## config.mk

```make
export PLATFORM = sky130hd
export DESIGN_NAME = pipelined_signed_multiplier
export DESIGN_NICKNAME = d
export VERILOG_FILES = /design/src/mult_pkg.sv /design/src/pipelined_signed_multiplier.sv
export SDC_FILE = /design/constraint.sdc
export NUM_CORES = 1
export LEC_CHECK = 0
export ABC_CLOCK_PERIOD_IN_PS = 12100
export BUFFER_PORTS_ARGS = -buffer_cell sky130_fd_sc_hd__buf_2
export CAP_MARGIN = 20
export CORE_ASPECT_RATIO = 0.8
export CORE_UTILIZATION = 65
export DETAILED_ROUTE_END_ITERATION = 7
export GPL_TIMING_DRIVEN = 0
export PLACE_DENSITY = 0.81
export SETUP_SLACK_MARGIN = 0.15
export SKIP_LAST_GASP = 1
export SLEW_MARGIN = 10
export SYNTH_ARGS = -nofsm -noshare
export SYNTH_HDL_FRONTEND = slang
export SYNTH_SLANG_ARGS = --single-unit
```

## constraint.sdc

```tcl
create_clock -name core_clk -period 12.1 [get_ports core_clk]
set_input_delay 0 -clock core_clk [delete_from_list [all_inputs] [get_ports core_clk]]
set_output_delay 0 -clock core_clk [all_outputs]
set_load 0.005 [all_outputs]
```

## src/mult_pkg.sv

```systemverilog
// shared widths, reset values, source selection and control carrier for the multiplier
package mult_pkg;
    localparam int OPERAND_W = 18;
    localparam int RESULT_W = 36;
    localparam logic [OPERAND_W-1:0] OPERAND_RESET = 18'h00000;
    localparam logic [RESULT_W-1:0] RESULT_RESET = 36'h000000000;
    localparam int STAGE_COUNT = 3;
    // stage indices into the control arrays
    localparam int STG_OP_ONE = 0;
    localparam int STG_OP_TWO = 1;
    localparam int STG_RESULT = 2;
    // default: every stage inserted
    localparam bit STAGE_IN_DEFAULT = 1'b1;

    typedef enum logic {
        LOCAL_SOURCE,
        CHAIN_SOURCE
    } src_sel_t;

    typedef struct packed {
        logic load_enable;
        logic clear;
    } stage_ctrl_t;
endpackage : mult_pkg

```

## src/pipelined_signed_multiplier.sv

```systemverilog
// signed 18x18 multiplier with optional operand and result stages and operand cascade
`timescale 1ns/1ps

module pipelined_signed_multiplier
    import mult_pkg::*;
#(
    parameter int OP_W = OPERAND_W,
    parameter int RES_W = RESULT_W,
    parameter bit OPERAND_ONE_STAGE = STAGE_IN_DEFAULT,
    parameter bit OPERAND_TWO_STAGE = STAGE_IN_DEFAULT,
    parameter bit RESULT_STAGE = STAGE_IN_DEFAULT,
    parameter src_sel_t SECOND_SOURCE = LOCAL_SOURCE,
    parameter bit CLK_INVERT = 1'b0,
    parameter logic [STAGE_COUNT-1:0] LOAD_INVERT = 3'h0,
    parameter logic [STAGE_COUNT-1:0] CLEAR_INVERT = 3'h0
) (
    // clock and reset
    input wire logic core_clk,
    input wire logic sys_rst,
    // operands
    input wire logic [OP_W-1:0] operand_one,
    input wire logic [OP_W-1:0] operand_two,
    input wire logic [OP_W-1:0] chained_operand_in,
    // stage controls
    input wire logic operand_one_load_enable,
    input wire logic operand_one_clear,
    input wire logic operand_two_load_enable,
    input wire logic operand_two_clear,
    input wire logic result_load_enable,
    input wire logic result_clear,
    // results
    output logic [RES_W-1:0] result_word,
    output logic [OP_W-1:0] chained_operand_out
);
    logic stage_clk;
    stage_ctrl_t ctrl_raw [STAGE_COUNT];
    stage_ctrl_t ctrl [STAGE_COUNT];
    logic [OP_W-1:0] operand_one_reg;
    logic [OP_W-1:0] operand_one_next;
    logic [OP_W-1:0] operand_two_reg;
    logic [OP_W-1:0] operand_two_next;
    logic [RES_W-1:0] result_reg;
    logic [RES_W-1:0] result_next;
    logic [OP_W-1:0] second_src;
    logic [OP_W-1:0] op_one_val;
    logic [OP_W-1:0] op_two_val;
    logic signed [RES_W-1:0] mult_out;

    // inverting the clock moves every stage to the falling edge together
    assign stage_clk = core_clk ^ CLK_INVERT;

    assign ctrl_raw[STG_OP_ONE] = '{operand_one_load_enable, operand_one_clear};
    assign ctrl_raw[STG_OP_TWO] = '{operand_two_load_enable, operand_two_clear};
    assign ctrl_raw[STG_RESULT] = '{result_load_enable, result_clear};

    generate
        for (genvar i = 0; i < STAGE_COUNT; i++) begin : g_pol
            assign ctrl[i].load_enable = ctrl_raw[i].load_enable ^ LOAD_INVERT[i];
            assign ctrl[i].clear = ctrl_raw[i].clear ^ CLEAR_INVERT[i];
        end
    endgenerate

    assign second_src = (SECOND_SOURCE == CHAIN_SOURCE) ? chained_operand_in : operand_two;

    // operand stage next values: clear outranks load
    always_comb begin
        operand_one_next = operand_one_reg;
        if (ctrl[STG_OP_ONE].clear) begin
            operand_one_next = OPERAND_RESET;
        end else if (ctrl[STG_OP_ONE].load_enable) begin
            operand_one_next = operand_one;
        end
        operand_two_next = operand_two_reg;
        if (ctrl[STG_OP_TWO].clear) begin
            operand_two_next = OPERAND_RESET;
        end else if (ctrl[STG_OP_TWO].load_enable) begin
            operand_two_next = second_src;
        end
    end

    always_ff @(posedge stage_clk or posedge sys_rst) begin
        if (sys_rst) begin
            operand_one_reg <= OPERAND_RESET;
            operand_two_reg <= OPERAND_RESET;
        end else begin
            operand_one_reg <= operand_one_next;
            operand_two_reg <= operand_two_next;
        end
    end

    // a bypassed stage leaves its flops in place but unread
    assign op_one_val = OPERAND_ONE_STAGE ? operand_one_reg : operand_one;
    assign op_two_val = OPERAND_TWO_STAGE ? operand_two_reg : second_src;

    // operands are taken as already sign-extended to full width
    assign mult_out = $signed(op_one_val) * $signed(op_two_val);

    // shift-and-add copy of the product, kept apart from the multiply operator so
    // that the product check cannot pass merely by repeating the expression
    logic signed [RES_W-1:0] ref_pp [OP_W];
    logic signed [RES_W-1:0] ref_acc [OP_W+1];
    logic signed [RES_W-1:0] ref_product;

    assign ref_acc[0] = '0;
    generate
        for (genvar b = 0; b < OP_W; b++) begin : g_ref
            // each set bit of the first operand below the top one adds the second, shifted into place
            assign ref_pp[b] = op_one_val[b] ? (RES_W'($signed(op_two_val)) <<< b) : '0;
            if (b == OP_W - 1) begin : g_top
                // the top bit of a two's complement word weighs negative
                assign ref_acc[b + 1] = ref_acc[b] - ref_pp[b];
            end else begin : g_low
                assign ref_acc[b + 1] = ref_acc[b] + ref_pp[b];
            end
        end
    endgenerate
    assign ref_product = ref_acc[OP_W];

    always_comb begin
        result_next = result_reg;
        if (ctrl[STG_RESULT].clear) begin
            result_next = RESULT_RESET;
        end else if (ctrl[STG_RESULT].load_enable) begin
            result_next = mult_out;
        end
    end

    always_ff @(posedge stage_clk or posedge sys_rst) begin
        if (sys_rst) begin
            result_reg <= RESULT_RESET;
        end else begin
            result_reg <= result_next;
        end
    end

    // bypass modes need a combinational path, so these outputs are not always flopped
    assign result_word = RESULT_STAGE ? result_reg : mult_out;
    assign chained_operand_out = op_two_val;
endmodule : pipelined_signed_multiplier

```

==> flow_summary_export.csv <==
group,metric,value,unit
cts,cts_resized,0,
final_layout,fin_area,16800,um2
power_and_ir_drop,p_clk_frac,0.232,
die,pin_count,116,
die,die_h,139,um
worst_setup_path,rr_worst_depth,20,
global_routing,grt_start_max_net_pins,42,
logic_synthesis,postSynthAreaPerCell,9.47,um2
die,die_area,24100,um2
placed_design,dp_cells,2008,
logic_synthesis,synth_cell_type_count,68,
worst_setup_path,criticalPathCategory,"flip-flop to flip-flop",
timing,slew_headroom,0.226,
drt,viasPerCell,5.70,
power_and_ir_drop,p_int,0.000753,W
die,core,22700,um2
global_routing,grt_pass1_wl,67700,um
logic_synthesis,synthFlopType,"dfrtp_1",
drt,final_antenna_net_count,0,
final_layout,n_antenna_cell,0,
flow_run,drv_cap,0,
worst_hold_path,min_to,"op_one_val[2]$_DFFE_PP0P_",
power_and_ir_drop,p_sw_frac,0.452,
logic_synthesis,syn-cell-area,15200,um2
die,core.rowCount,49,
final_layout,areaGrowthSynthToFinish,10.4,%
power_and_ir_drop,power_switching,0.000621,W
timing,worst_slew_pin_slew,1.16,ns
placed_design,placed_area,16100,um2
logic_synthesis,synth_area_leaders,"fa_1 43%, dfrtp_1 12%, inv_1 9.1%, ha_1 7.6%, and2_1 6.8%",
worst_setup_path,ff2ff_setup_slack,4.49,ns
power_and_ir_drop,pwr-share-seq,0.214,
worst_hold_path,min_path_cells,2,
drt,drt_pre_antenna_iters,7,
placed_design,port_buffers,93,
timing,rsz0062_at_grt,"false",
timing,fin_crit_sh,0.629,
timing,max_freq,131,MHz
final_layout,drive_above_1_share,0.0764,
placed_design,globalplace.congestion,0.985,
die,die_x,173,um
power_and_ir_drop,p_leak,8.97,nW
cts,clock_tree.root_cell,"clkbuf_16",
cts,clk_path_buf_depth,2,
worst_setup_path,reg2reg_from,"chained_operand_out[3]$_DFFE_PP0P_",
logic_synthesis,yosysSeqAreaShare,0.118,
logic_synthesis,netlist_instances,1608,
worst_setup_path,cp-end-kind,"flip-flop",
logic_synthesis,synth.net_count,2092,
timing,fin_crit,7.61,ns
worst_hold_path,min_from,"operand_one_clear",
placed_design,dp_hpwl,33500,um
worst_hold_path,hp-class,"input port to flip-flop",
drt,routed_wl,41300,um
power_and_ir_drop,power.share.combinational,0.554,
cts,htreeDepth,3,
logic_synthesis,ys_warn_count,0,
cts,cts_buffers,9,
worst_setup_path,rr_endpoint,"result_word[35]$_DFFE_PP0P_",
timing,drv_slew,0,
global_routing,track_usage,0.371,
cts,cts_setup_buffers,0,
timing,setup_violations,0,
cts,cts_sinks,72,
logic_synthesis,synth_top_area_share,0.432,
timing,skew,0.0147,ns
logic_synthesis,ys_async_sr_fraction,1.00,
final_layout,fin_cells,2061,
worst_setup_path,arrival,7.85,ns
drt,first_iter_violations,893,
worst_setup_path,setup.worst_path.start_class,"flip-flop",
logic_synthesis,ys_seq_elements,72,
logic_synthesis,synth.most_common_cell,"inv_1",
logic_synthesis,yosysTopAreaCell,"fa_1",
cts,clock_latency,0.36,ns
power_and_ir_drop,power_density,81.8,nW/um2
logic_synthesis,yosys-top-cells-count,"368 x inv_1, 329 x fa_1, 172 x nand2_1",
global_routing,antenna_found_initial,0,
global_routing,overflow,0,
cts,clkSlewWorstSetupHoldPaths,0.08,ns
drt,drc,0,
timing,fin_setup_tns,0,ns
worst_setup_path,worstPathRequired,12.34,ns
logic_synthesis,synth_edf_count,0,
final_layout,nets,2234,
power_and_ir_drop,ir_drop,0.0897,mV
die,start_util,0.670,
run_status,status,"finished, final reports clean",
drt,via_count,11753,
drt,wl_per_cell,20.0,um
timing,hold_viol_final,0,
cts,cts_tree,"done",
global_routing,grt_pass1_vias,12526,
worst_setup_path,critPathMaxFanout,10,
-- worst max-delay path, stage by stage, from the launching register on --
cell	delay, ns
dfrtp_1	0.41
clkbuf_1	0.50
clkbuf_1	0.55
nand2_1	0.26
fa_1	0.58
inv_1	0.15
fa_1	0.89
fa_1	0.54
fa_1	0.51
fa_1	0.50
inv_1	0.05
fa_1	0.48
inv_1	0.05
ha_1	0.37
a21o_1	0.21
a31oi_1	0.27
nand2_1	0.12
a211oi_1	0.48
nor3_1	0.16
a21o_1	0.19
a32o_1	0.21
-- flip-flops by register name (all words and copies together) (netlist names) --
register and count:
op_one_val 18, chained_operand_out 18, result_word 36
-- routing by layer --
| layer | share of wire | vias up | global-route usage |
|---|---|---|---|
| met4 | 0.026 | 2 | 0.0973 |
| met5 | 0.0027 | - | 0.0337 |
| met3 | 0.12 | 78 | 0.132 |
| met1 | 0.40 | 5919 | 0.507 |
| met2 | 0.45 | 678 | 0.564 |
| li1 | - | 5076 | - |
-- power by group through the flow --
stage / sequential [W] / combinational [W] / clock (W)
CTS: 0.000292 / 0.000748 / 0.000320
finish: 0.000294 / 0.000762 / 0.000319
global placement: 0.000295 / 0.000706 / 0
detailed placement: 0.000297 / 0.000720 / 0
floorplan: 0.000293 / 0.000488 / 0
global route: 0.000296 / 0.000843 / 0.000328
-- cell type report --
cell class / count / area, um2
multi-input cells: 1087 / 11700
fillers: 1616 / 5930
flip-flops and latches: 72 / 1800
inverters: 368 / 1380
repair buffers: 131 / 863
well taps: 306 / 383
plain buffers: 81 / 347
clock buffers: 9 / 225
clock inverters: 7 / 110
-- kinds of logic (layout without fill, tap and decap cells) --
logic type,after synthesis,count (layout),share of synthesized area
adders and majority gates,422,422,0.509
and+or+nand+nor,469,469,0.154
xor gates and xnor gates,25,25,0.0144
buffers and inverters,449,596,0.113
muxes,49,49,0.0322
AOI/OAI and AO/OA,122,122,0.0591
DFF,72,72,0.118
-- through the flow --
stage / hold slack (ns) / utilization / setup WS [ns] / total power (W)
floorplan: 0.157 / - / 5.90 / 0.000781
global placement: 0.242 / 0.707 / 4.75 / 0.00100
detailed placement: 0.0316 / 0.708 / 4.71 / 0.00102
CTS: 0.00732 / 0.739 / 4.62 / 0.00136
global route: 0.0362 / 0.739 / 4.23 / 0.00147
finish: 0.0119 / 0.739 / 4.49 / 0.00137
-- cells in the final DEF, fill, tap and decap left out, types with 4 or more instances in the layout --
cell and instances:
o21bai_1 4, o21ai_0 22, buf_2 94, xnor2_1 19
nand3_1 8, ha_1 93, xor2_1 6, dlygate4sd3_1 37
a21oi_1 25, o31ai_1 4, fa_1 329, nand2_1 172
nand2b_1 8, a31oi_1 6, a211o_1 6, and2_1 165
mux2i_1 49, a21o_1 13, clkbuf_1 72, a211oi_1 8
inv_1 367, dfrtp_1 72, clkbuf_16 9, nor2_1 85
-- repair_timing --
item,4_1_cts,5_1_grt
endpoints found under the hold margin,67,0
setup endpoints to repair,0,0
hold buffers,37,0
-- worst max-delay path by stage --
stage / from / end / slack, ns
after floorplan: chained_operand_out[3]$_DFFE_PP0P_ / result_word[29]$_DFFE_PP0P_ / 5.90
after global placement: chained_operand_out[3]$_DFFE_PP0P_ / result_word[35]$_DFFE_PP0P_ / 4.75
after detailed placement: chained_operand_out[3]$_DFFE_PP0P_ / result_word[35]$_DFFE_PP0P_ / 4.71
after CTS: chained_operand_out[3]$_DFFE_PP0P_ / result_word[35]$_DFFE_PP0P_ / 4.62
after global routing: chained_operand_out[3]$_DFFE_PP0P_ / result_word[35]$_DFFE_PP0P_ / 4.23
final: chained_operand_out[3]$_DFFE_PP0P_ / result_word[35]$_DFFE_PP0P_ / 4.49
Note: power is estimated with default switching activity, not from simulation.
